### config.mk
export PLATFORM = sky130hd
export DESIGN_NAME = timer_interrupt_flag_logic
export DESIGN_NICKNAME = d
export VERILOG_FILES = /design/src/shared/timer_flag_pkg.sv /design/src/hdl/timer_flag_unit.sv /design/src/hdl/timer_interrupt_flag_logic.sv
export SDC_FILE = /design/constraint.sdc
export NUM_CORES = 1
export LEC_CHECK = 0
export ABC_AREA = 1
export BUFFER_PORTS_ARGS = -buffer_cell sky130_fd_sc_hd__clkbuf_2
export CAP_MARGIN = 20
export CORE_AREA = 3 3 122 124
export DETAILED_ROUTE_END_ITERATION = 8
export DIE_AREA = 0 0 125 127
export PLACE_DENSITY = 0.71
export SYNTH_ARGS = -nofsm -noshare
export SYNTH_HDL_FRONTEND = slang
export SYNTH_SLANG_ARGS = --single-unit
### constraint.sdc
create_clock -name i_clock -period 1.7 [get_ports i_clock]
set_input_delay 0.085 -clock i_clock [delete_from_list [all_inputs] [get_ports i_clock]]
set_output_delay 0.085 -clock i_clock [all_outputs]
set_load 0.1 [all_outputs]
### src/shared/timer_flag_pkg.sv
// Constants, mode decoding and flag layout for the timer event flag logic
// Notes on behaviour
// - Compare flags set one tick after count equals compare value.
// - Forced compare strobes never set compare flags.
// - Taking a compare vector clears its compare flag.
// - Writing one to a flag bit clears that flag.
// - Overflow sets at MAX in normal and clear-on-match modes, else per mode.
// - Taking the overflow vector clears the overflow flag.
// - A capture pin event sets the capture flag unless capture value is top.
// - With capture value as top, reaching top sets the capture flag.
// - Taking the capture vector clears the capture flag.
// - Capture bit 5, B bit 2, A bit 1, overflow bit 0; reset zero.
// - Flags at data-space offsets and at I/O addresses 0x20 lower.
// - Request only while flag, its enable and global enable are set.
package timer_flag_pkg;

   // ---------------------------------------------------------------
   // Address map
   // ---------------------------------------------------------------
   localparam logic [7:0] TIMER1_FLAGS_ADDR = 8'h36;
   localparam logic [7:0] TIMER3_FLAGS_ADDR = 8'h38;
   localparam logic [7:0] TIMER4_FLAGS_ADDR = 8'h39;
   localparam logic [7:0] IO_ADDR_OFFSET    = 8'h20;
   localparam logic [7:0] IO_ADDR_LAST      = 8'h3f;

   // ---------------------------------------------------------------
   // Flag register layout
   // ---------------------------------------------------------------
   localparam int          CAPTURE_BIT   = 5;
   localparam int          COMPARE_B_BIT = 2;
   localparam int          COMPARE_A_BIT = 1;
   localparam int          OVERFLOW_BIT  = 0;
   localparam logic [7:0]  FLAGS_RESET   = 8'h00;
   localparam logic [7:0]  FLAGS_USED    = 8'h27;
   localparam int          TIMER_COUNT   = 3;
   localparam logic [15:0] COUNT_MAX     = 16'hffff;
   localparam logic [15:0] COUNT_BOTTOM  = 16'h0000;

   // Vector bit order
   localparam int VEC_OVERFLOW  = 0;
   localparam int VEC_COMPARE_A = 1;
   localparam int VEC_COMPARE_B = 2;
   localparam int VEC_CAPTURE   = 3;

   // ---------------------------------------------------------------
   // Waveform modes
   // ---------------------------------------------------------------
   localparam logic [3:0] MODE_NORMAL      = 4'h0;
   localparam logic [3:0] MODE_CLEAR_CMP   = 4'h4;
   localparam logic [3:0] MODE_CLEAR_CAP   = 4'hc;

   typedef enum logic [1:0] {
      OVF_AT_MAX,
      OVF_AT_TOP,
      OVF_AT_BOTTOM,
      OVF_NEVER
   } overflow_point_t;

   // Top of the count
   function automatic logic [15:0] mode_top(input logic [3:0]  mode,
                                            input logic [15:0] compare_a,
                                            input logic [15:0] capture_value);
      case (mode)
         4'h1, 4'h5: mode_top = 16'h00ff;
         4'h2, 4'h6: mode_top = 16'h01ff;
         4'h3, 4'h7: mode_top = 16'h03ff;
         4'h4, 4'h9, 4'hb, 4'hf: mode_top = compare_a;
         4'h8, 4'ha, 4'hc, 4'he: mode_top = capture_value;
         default: mode_top = COUNT_MAX;
      endcase
   endfunction : mode_top

   // Capture value is top
   function automatic logic capture_is_top(input logic [3:0] mode);
      capture_is_top = mode[3] && !mode[0];
   endfunction : capture_is_top

   // Where overflow is flagged
   function automatic overflow_point_t overflow_point(input logic [3:0] mode);
      case (mode)
         MODE_NORMAL, MODE_CLEAR_CMP, MODE_CLEAR_CAP: overflow_point = OVF_AT_MAX;
         4'h5, 4'h6, 4'h7, 4'he, 4'hf: overflow_point = OVF_AT_TOP;
         4'h1, 4'h2, 4'h3, 4'h8, 4'h9, 4'ha, 4'hb: overflow_point = OVF_AT_BOTTOM;
         default: overflow_point = OVF_NEVER;
      endcase
   endfunction : overflow_point

endpackage : timer_flag_pkg

### src/hdl/timer_flag_unit.sv
// Event flag register of one 16-bit timer
`timescale 1ns/1ps
module timer_flag_unit (
   input  wire logic        i_clock,          // System clock
   input  wire logic        i_rstn,           // Reset, active low
   input  wire logic        i_tick,           // Timer clock enable
   input  wire logic [15:0] i_count,          // Counter value
   input  wire logic [15:0] i_compare_a,      // Compare A value
   input  wire logic [15:0] i_compare_b,      // Compare B value
   input  wire logic [15:0] i_capture_value,  // Capture value
   input  wire logic [3:0]  i_waveform,       // Waveform select
   input  wire logic        i_force_a,        // Forced compare A strobe
   input  wire logic        i_force_b,        // Forced compare B strobe
   input  wire logic        i_capture_event,  // Capture event
   input  wire logic [7:0]  i_clear_mask,     // Clear mask
   input  wire logic [3:0]  i_vector_ack,     // Vector taken pulses
   output logic      [7:0]  o_flags,          // Flag register
   output logic      [1:0]  o_force_action    // Forced actions
);
   import timer_flag_pkg::*;

   // ---------------------------------------------------------------
   // Match detection, flagged on the following tick
   // ---------------------------------------------------------------
   logic [3:0]      pending;
   logic [3:0]      next_pending;
   logic [7:0]      next_flags;
   logic [1:0]      next_force_action;
   logic [15:0]     top;
   overflow_point_t ovf_point;
   logic            ovf_hit;

   always_comb begin
      top       = mode_top(i_waveform, i_compare_a, i_capture_value);
      ovf_point = overflow_point(i_waveform);
      case (ovf_point)
         OVF_AT_MAX:    ovf_hit = (i_count == COUNT_MAX);
         OVF_AT_TOP:    ovf_hit = (i_count == top);
         OVF_AT_BOTTOM: ovf_hit = (i_count == COUNT_BOTTOM);
         default:       ovf_hit = 1'b0;
      endcase
      next_pending = pending;
      if (i_tick) begin
         next_pending[VEC_COMPARE_A] = (i_count == i_compare_a);
         next_pending[VEC_COMPARE_B] = (i_count == i_compare_b);
         next_pending[VEC_OVERFLOW]  = ovf_hit;
         next_pending[VEC_CAPTURE]   = capture_is_top(i_waveform) && (i_count == top);
      end
   end

   always_comb begin
      next_flags = o_flags;
      if (i_vector_ack[VEC_COMPARE_A]) next_flags[COMPARE_A_BIT] = 1'b0;
      if (i_vector_ack[VEC_COMPARE_B]) next_flags[COMPARE_B_BIT] = 1'b0;
      if (i_vector_ack[VEC_OVERFLOW])  next_flags[OVERFLOW_BIT]  = 1'b0;
      if (i_vector_ack[VEC_CAPTURE])   next_flags[CAPTURE_BIT]   = 1'b0;
      next_flags = next_flags & ~i_clear_mask;
      // Sets applied last, so they win
      if (i_tick) begin
         if (pending[VEC_COMPARE_A]) next_flags[COMPARE_A_BIT] = 1'b1;
         if (pending[VEC_COMPARE_B]) next_flags[COMPARE_B_BIT] = 1'b1;
         if (pending[VEC_OVERFLOW])  next_flags[OVERFLOW_BIT]  = 1'b1;
         if (pending[VEC_CAPTURE])   next_flags[CAPTURE_BIT]   = 1'b1;
      end
      // Pin capture, unless capture value is top
      if (i_capture_event && !capture_is_top(i_waveform)) next_flags[CAPTURE_BIT] = 1'b1;
      next_flags = next_flags & FLAGS_USED;
      // Forced strobes reach the output action only
      next_force_action = {i_force_b, i_force_a};
   end

   always_ff @(posedge i_clock or negedge i_rstn) begin
      if (!i_rstn) begin
         pending        <= 4'h0;
         o_flags        <= FLAGS_RESET;
         o_force_action <= 2'h0;
      end else begin
         pending        <= next_pending;
         o_flags        <= next_flags;
         o_force_action <= next_force_action;
      end
   end

endmodule : timer_flag_unit

### src/hdl/timer_interrupt_flag_logic.sv
// Event flag registers and interrupt requests of timers 1, 3 and 4
`timescale 1ns/1ps
module timer_interrupt_flag_logic (
   input  wire logic        i_clock,              // System clock, 250 MHz
   input  wire logic        i_rstn,               // Reset, active low
   // Data-space access
   input  wire logic [7:0]  i_data_addr,          // Data-space address
   input  wire logic        i_data_write,         // Data-space write strobe
   input  wire logic        i_data_read,          // Data-space read strobe
   // I/O access
   input  wire logic [5:0]  i_io_addr,            // I/O address
   input  wire logic        i_io_write,           // I/O write strobe
   input  wire logic        i_io_read,            // I/O read strobe
   input  wire logic [7:0]  i_write_data,         // Write data
   output logic      [7:0]  o_read_data,          // Read data
   output logic             o_read_hit,           // Read hit
   // Timer 1
   input  wire logic        i_timer1_tick,        // Clock enable
   input  wire logic [15:0] i_timer1_count,       // Counter
   input  wire logic [15:0] i_timer1_compare_a_value, // Compare A
   input  wire logic [15:0] i_timer1_compare_b_value, // Compare B
   input  wire logic [15:0] i_timer1_capture_value,   // Capture register
   input  wire logic [3:0]  i_timer1_waveform_select, // Waveform mode
   input  wire logic        i_timer1_force_compare_a, // Forced A strobe
   input  wire logic        i_timer1_force_compare_b, // Forced B strobe
   input  wire logic        i_timer1_capture_event,   // Capture pin event
   input  wire logic [3:0]  i_timer1_irq_enable,  // Enables (cap,B,A,ovf)
   input  wire logic [3:0]  i_timer1_vector_ack,  // Vector taken
   output logic      [3:0]  o_timer1_irq,         // Requests
   output logic      [1:0]  o_timer1_force_action, // Forced action (B,A)
   // Timer 3
   input  wire logic        i_timer3_tick,        // Clock enable
   input  wire logic [15:0] i_timer3_count,       // Counter
   input  wire logic [15:0] i_timer3_compare_a_value, // Compare A
   input  wire logic [15:0] i_timer3_compare_b_value, // Compare B
   input  wire logic [15:0] i_timer3_capture_value,   // Capture register
   input  wire logic [3:0]  i_timer3_waveform_select, // Waveform mode
   input  wire logic        i_timer3_force_compare_a, // Forced A strobe
   input  wire logic        i_timer3_force_compare_b, // Forced B strobe
   input  wire logic        i_timer3_capture_event,   // Capture pin event
   input  wire logic [3:0]  i_timer3_irq_enable,  // Enables (cap,B,A,ovf)
   input  wire logic [3:0]  i_timer3_vector_ack,  // Vector taken
   output logic      [3:0]  o_timer3_irq,         // Requests
   output logic      [1:0]  o_timer3_force_action, // Forced action (B,A)
   // Timer 4
   input  wire logic        i_timer4_tick,        // Clock enable
   input  wire logic [15:0] i_timer4_count,       // Counter
   input  wire logic [15:0] i_timer4_compare_a_value, // Compare A
   input  wire logic [15:0] i_timer4_compare_b_value, // Compare B
   input  wire logic [15:0] i_timer4_capture_value,   // Capture register
   input  wire logic [3:0]  i_timer4_waveform_select, // Waveform mode
   input  wire logic        i_timer4_force_compare_a, // Forced A strobe
   input  wire logic        i_timer4_force_compare_b, // Forced B strobe
   input  wire logic        i_timer4_capture_event,   // Capture pin event
   input  wire logic [3:0]  i_timer4_irq_enable,  // Enables (cap,B,A,ovf)
   input  wire logic [3:0]  i_timer4_vector_ack,  // Vector taken
   output logic      [3:0]  o_timer4_irq,         // Requests
   output logic      [1:0]  o_timer4_force_action, // Forced action (B,A)
   // Flag views and global enable
   input  wire logic        i_global_irq_enable,  // Global enable
   output logic      [7:0]  o_timer1_event_flags, // Timer 1 flag register
   output logic      [7:0]  o_timer3_event_flags, // Timer 3 flag register
   output logic      [7:0]  o_timer4_event_flags  // Timer 4 flag register
);
   import timer_flag_pkg::*;

   // ---------------------------------------------------------------
   // Reset release
   // ---------------------------------------------------------------
   logic rst_meta;
   logic rst_sync;

   always_ff @(posedge i_clock or negedge i_rstn) begin
      if (!i_rstn) begin
         rst_meta <= 1'b0;
         rst_sync <= 1'b0;
      end else begin
         rst_meta <= 1'b1;
         rst_sync <= rst_meta;
      end
   end

   // ---------------------------------------------------------------
   // Address decode
   // ---------------------------------------------------------------
   // One-hot timer select for an address
   function automatic logic [2:0] flag_select(input logic [7:0] addr);
      flag_select = {addr == TIMER4_FLAGS_ADDR, addr == TIMER3_FLAGS_ADDR,
                     addr == TIMER1_FLAGS_ADDR};
   endfunction : flag_select

   logic [7:0] io_as_data;
   logic [2:0] write_sel;
   logic [2:0] read_sel;
   logic       read_strobe;

   always_comb begin
      // I/O address maps 0x20 higher in data space
      io_as_data  = {2'b00, i_io_addr} + IO_ADDR_OFFSET;
      write_sel   = 3'h0;
      read_sel    = 3'h0;
      read_strobe = i_data_read | i_io_read;
      if (i_data_write) write_sel = flag_select(i_data_addr);
      else if (i_io_write && io_as_data <= IO_ADDR_LAST) write_sel = flag_select(io_as_data);
      if (i_data_read) read_sel = flag_select(i_data_addr);
      else if (i_io_read && io_as_data <= IO_ADDR_LAST) read_sel = flag_select(io_as_data);
   end

   // ---------------------------------------------------------------
   // Flag units
   // ---------------------------------------------------------------
   logic [TIMER_COUNT-1:0]       tick;
   logic [TIMER_COUNT-1:0][15:0] count;
   logic [TIMER_COUNT-1:0][15:0] cmp_a;
   logic [TIMER_COUNT-1:0][15:0] cmp_b;
   logic [TIMER_COUNT-1:0][15:0] cap_val;
   logic [TIMER_COUNT-1:0][3:0]  wave;
   logic [TIMER_COUNT-1:0]       force_a;
   logic [TIMER_COUNT-1:0]       force_b;
   logic [TIMER_COUNT-1:0]       cap_evt;
   logic [TIMER_COUNT-1:0][3:0]  ack;
   logic [TIMER_COUNT-1:0][3:0]  enable;
   logic [TIMER_COUNT-1:0][7:0]  flags;
   logic [TIMER_COUNT-1:0][1:0]  force_act;
   logic [TIMER_COUNT-1:0][3:0]  irq;

   assign tick    = {i_timer4_tick, i_timer3_tick, i_timer1_tick};
   assign count   = {i_timer4_count, i_timer3_count, i_timer1_count};
   assign cmp_a   = {i_timer4_compare_a_value, i_timer3_compare_a_value,
                     i_timer1_compare_a_value};
   assign cmp_b   = {i_timer4_compare_b_value, i_timer3_compare_b_value,
                     i_timer1_compare_b_value};
   assign cap_val = {i_timer4_capture_value, i_timer3_capture_value, i_timer1_capture_value};
   assign wave    = {i_timer4_waveform_select, i_timer3_waveform_select,
                     i_timer1_waveform_select};
   assign force_a = {i_timer4_force_compare_a, i_timer3_force_compare_a,
                     i_timer1_force_compare_a};
   assign force_b = {i_timer4_force_compare_b, i_timer3_force_compare_b,
                     i_timer1_force_compare_b};
   assign cap_evt = {i_timer4_capture_event, i_timer3_capture_event, i_timer1_capture_event};
   assign ack     = {i_timer4_vector_ack, i_timer3_vector_ack, i_timer1_vector_ack};
   assign enable  = {i_timer4_irq_enable, i_timer3_irq_enable, i_timer1_irq_enable};

   for (genvar t = 0; t < TIMER_COUNT; t++) begin : g_timer
      timer_flag_unit u_flags (
         .i_clock         (i_clock),
         .i_rstn          (rst_sync),
         .i_tick          (tick[t]),
         .i_count         (count[t]),
         .i_compare_a     (cmp_a[t]),
         .i_compare_b     (cmp_b[t]),
         .i_capture_value (cap_val[t]),
         .i_waveform      (wave[t]),
         .i_force_a       (force_a[t]),
         .i_force_b       (force_b[t]),
         .i_capture_event (cap_evt[t]),
         // Write data is the clear mask
         .i_clear_mask    (write_sel[t] ? i_write_data : 8'h00),
         .i_vector_ack    (ack[t]),
         .o_flags         (flags[t]),
         .o_force_action  (force_act[t])
      );

      // Request needs flag, enable and global enable
      assign irq[t] = {flags[t][CAPTURE_BIT], flags[t][COMPARE_B_BIT],
                       flags[t][COMPARE_A_BIT], flags[t][OVERFLOW_BIT]} &
                      enable[t] & {4{i_global_irq_enable}};
   end

   assign o_timer1_irq          = irq[0];
   assign o_timer3_irq          = irq[1];
   assign o_timer4_irq          = irq[2];
   assign o_timer1_force_action = force_act[0];
   assign o_timer3_force_action = force_act[1];
   assign o_timer4_force_action = force_act[2];
   assign o_timer1_event_flags  = flags[0];
   assign o_timer3_event_flags  = flags[1];
   assign o_timer4_event_flags  = flags[2];

   // ---------------------------------------------------------------
   // Read data
   // ---------------------------------------------------------------
   logic [7:0] next_read_data;
   logic       next_read_hit;

   always_comb begin
      next_read_data = o_read_data;
      next_read_hit  = o_read_hit;
      if (read_strobe) begin
         next_read_data = 8'h00;
         next_read_hit  = |read_sel;
         for (int t = 0; t < TIMER_COUNT; t++) begin
            if (read_sel[t]) next_read_data = flags[t];
         end
      end
   end

   always_ff @(posedge i_clock or negedge rst_sync) begin
      if (!rst_sync) begin
         o_read_data <= 8'h00;
         o_read_hit  <= 1'b0;
      end else begin
         o_read_data <= next_read_data;
         o_read_hit  <= next_read_hit;
      end
   end

endmodule : timer_interrupt_flag_logic

==> flow_summary.json <==
{
  "synth_seq_area_share_pct": 17.7,
  "cts.sinks": 37,
  "path_clk_slew_ns": 0.06,
  "ys_warn_count": 0,
  "ys.flop_type": "dfrtp_1",
  "holdWs_ns": 0.00275,
  "crit_required_ns": 1.62,
  "worstSetupEndpointType": "output pin",
  "async_flop_share_pct": 100,
  "antenna_found_initial": 0,
  "max_freq_mhz": 692,
  "syn_area_sq_um": 5230,
  "viasPerCell": 5.04,
  "drive_gt1_share_pct": 31.8,
  "grt_pass1_wl_um": 31600,
  "grt.overflow.total": 0,
  "hpwlAfterDp_um": 17100,
  "num_rows": 43,
  "p_leak_nw": 3.98,
  "cts_resized": 0,
  "grt_max_degree": 36,
  "crit_path_max_incr_delay_ns": 0.46,
  "fin_crit_sh_pct": 85.0,
  "syn_avg_cell_area_sq_um": 5.97,
  "routed_wirelength_um": 20000,
  "antenna_left": 0,
  "antenna_cells": 0,
  "cts_made_buffers": 5,
  "grt_pass1_vias": 6587,
  "crit_fanout": 4,
  "crit_chain": "nand2_1 -> nor2_4 -> clkbuf_2",
  "cts_max_level": 2,
  "grt_usage_pct": 24.0,
  "die_h_um": 127,
  "final_cell_mix": "299 x clkbuf_2, 238 x nand2_1, 109 x inv_1",
  "chipWidth_um": 125,
  "grt_setup_unrepaired": "false",
  "peakVddDrop_mv": 0.342,
  "fill_cells": 1466,
  "num_vias": 6871,
  "finClkSkew_ns": 0.00671,
  "root_buffer": "clkbuf_16",
  "seqCellArea_sq_um": 942,
  "die_area_sq_um": 15900,
  "drc_errors": 0,
  "slew_headroom_pct": 61.0,
  "worst_setup_path_start_kind": "register",
  "ys_ff_latch": 37,
  "synth.distinct_cells": 42,
  "drt_iter0_markers": 422,
  "crit_type": "register to output pin",
  "p_per_area_nw_per_um2": 524,
  "coreArea_sq_um": 13900,
  "synthCells": 876,
  "slowest_stage": "clkbuf_2",
  "status": "finished clean",
  "final-hold-violation-count": 0,
  "clock_path_buffers": 2,
  "r2r_setup_slack_ns": 0.78,
  "cap_violations": 0,
  "synth_edf_count": 0,
  "multi_input_area_sq_um": 3740,
  "drt_first_pass_iters": 5,
  "finalSetupViolCount": 0,
  "portBuffers": 299,
  "clk_latency_ns": 0.28,
  "cts_setup_buffers": 0,
  "holdBufCountCts": 10,
  "worstPathArrival_ns": 1.36,
  "finalMaxSlewViolations": 0,
  "gp_congestion": 0.970,
  "start_util_pct": 37.7,
  "hold_class": "input port to register",
  "nets": 1450,
  "worstMarginPinSlew_ns": 0.588,
  "tritoncts": "done",
  "pin_count": 320,
  "fin_setup_tns_ns": 0,
  "period_minus_slack_ns": 1.44,
  "final_common_cell": "clkbuf_2",
  "wl_per_cell_um": 14.7,
  "area_growth_pct": 39.4
}
-- cells by family (layout without fill, tap and decap cells) --
kind of cell           after synthesis  after routing  share of synthesized area (%)
other                                2             17                          0.144
XOR/XNOR                            81             81                           13.6
flip-flops                          37             37                           17.7
AND/OR/NAND/NOR                    491            491                           42.9
AO/OA/AOI/OAI                      103            103                           12.2
buffers and inverters              162            453                           13.5
-- final cells by class --
cell class | count | share of cell area (%)
Multi-Input combinational cell | 692 | 51.3
Timing Repair Buffer | 326 | 23.8
Sequential cell | 37 | 12.9
Inverter | 119 | 6.13
Tap cell | 180 | 3.09
Clock buffer | 5 | 1.72
Clock inverter | 3 | 0.945
-- worst paths after layout --
kind / depth (start not counted) / to / start
worst min register to register: 1 / g_timer[0].u_flags.o_flags[1] / rst_sync
worst min-delay path: 2 / g_timer[1].u_flags.o_flags[1] / i_timer3_vector_ack[1]
min in group asynchronous: 2 / rst_sync / i_rstn
max in group asynchronous: 1 / g_timer[2].u_flags.o_flags[1] / rst_sync
worst max-delay path: 3 / o_timer3_irq[1] / g_timer[1].u_flags.o_flags[1]
worst max register to register: 2 / g_timer[0].u_flags.o_flags[5] / g_timer[0].u_flags.pending[3]
-- flip-flops by register name, indices dropped and copies added (netlist names) --
signal	flops
g_timer.u_flags.pending	12
g_timer.u_flags.o_force_action	6
o_read_hit	1
rst_meta	1
rst_sync	1
o_read_data	4
g_timer.u_flags.o_flags	12
-- stage by stage --
step | std cells | area (sq um) | total power [mW] | worst slack, ns | utilization [%]
global route | 1362 | 7290 | 4.06 | 0.118 | 52.5
global placement | 1344 | 6990 | 2.57 | 0.0961 | 50.4
finish | 1362 | 7290 | 3.82 | 0.255 | 52.5
CTS | 1362 | 7290 | 3.84 | 0.254 | 52.5
detailed placement | 1344 | 6990 | 2.58 | 0.0851 | 50.4
floorplan | 891 | 5390 | 2.02 | 0.264 | -
-- worst max-delay path: cells and delay by family, from the launching register on --
family                 cells  cell delay (ns)
buffers and inverters      1             0.46
flip-flops                 1             0.41
AND/OR/NAND/NOR            2             0.21
-- metal layers --
metal  up-vias  wire length (um)  track usage (%)
li1       3498                 -                -
met4         0               422             6.25
met3        38              1490             4.72
met5         -                 0                0
met1      3042              8140             28.6
met2       293              9910             44.0
-- cell usage after synthesis, types with 2 or more instances --
cell	n	area, sq um
a32o_1	2	20.0
a211oi_1	6	45.0
nand3_2	2	20.0
buf_4	18	135
o21ai_0	45	225
conb_1	2	7.51
nand3b_1	3	22.5
nand2_4	3	33.8
xnor2_1	34	298
nand4_1	78	488
a21oi_1	6	30.0
nand2_1	238	893
nor4_1	15	93.8
inv_2	10	37.5
o31ai_1	4	30.0
o21ai_1	9	45.0
o2111ai_1	3	26.3
clkbuf_1	16	60.1
o41ai_1	3	26.3
nor2_1	79	297
dfrtp_1	37	926
nand3_1	46	230
nor2_2	3	18.8
buf_2	6	30.0
nor3_1	14	70.1
inv_1	109	409
a22oi_1	3	22.5
o22ai_1	11	68.8
nand2_2	7	43.8
o32ai_1	2	17.5
a221o_1	3	30.0
xor2_1	47	412
buf_6	3	33.8
-- power by group --
| group | total [mW] | switching [mW] | internal (mW) |
|---|---|---|---|
| combinational | 1.69 | 1.08 | 0.606 |
| sequential | 0.910 | 0.0110 | 0.899 |
| clock | 1.22 | 0.372 | 0.846 |
| total | 3.82 | 1.47 | 2.35 |
No activity file was read; power rests on OpenSTA's default activity.
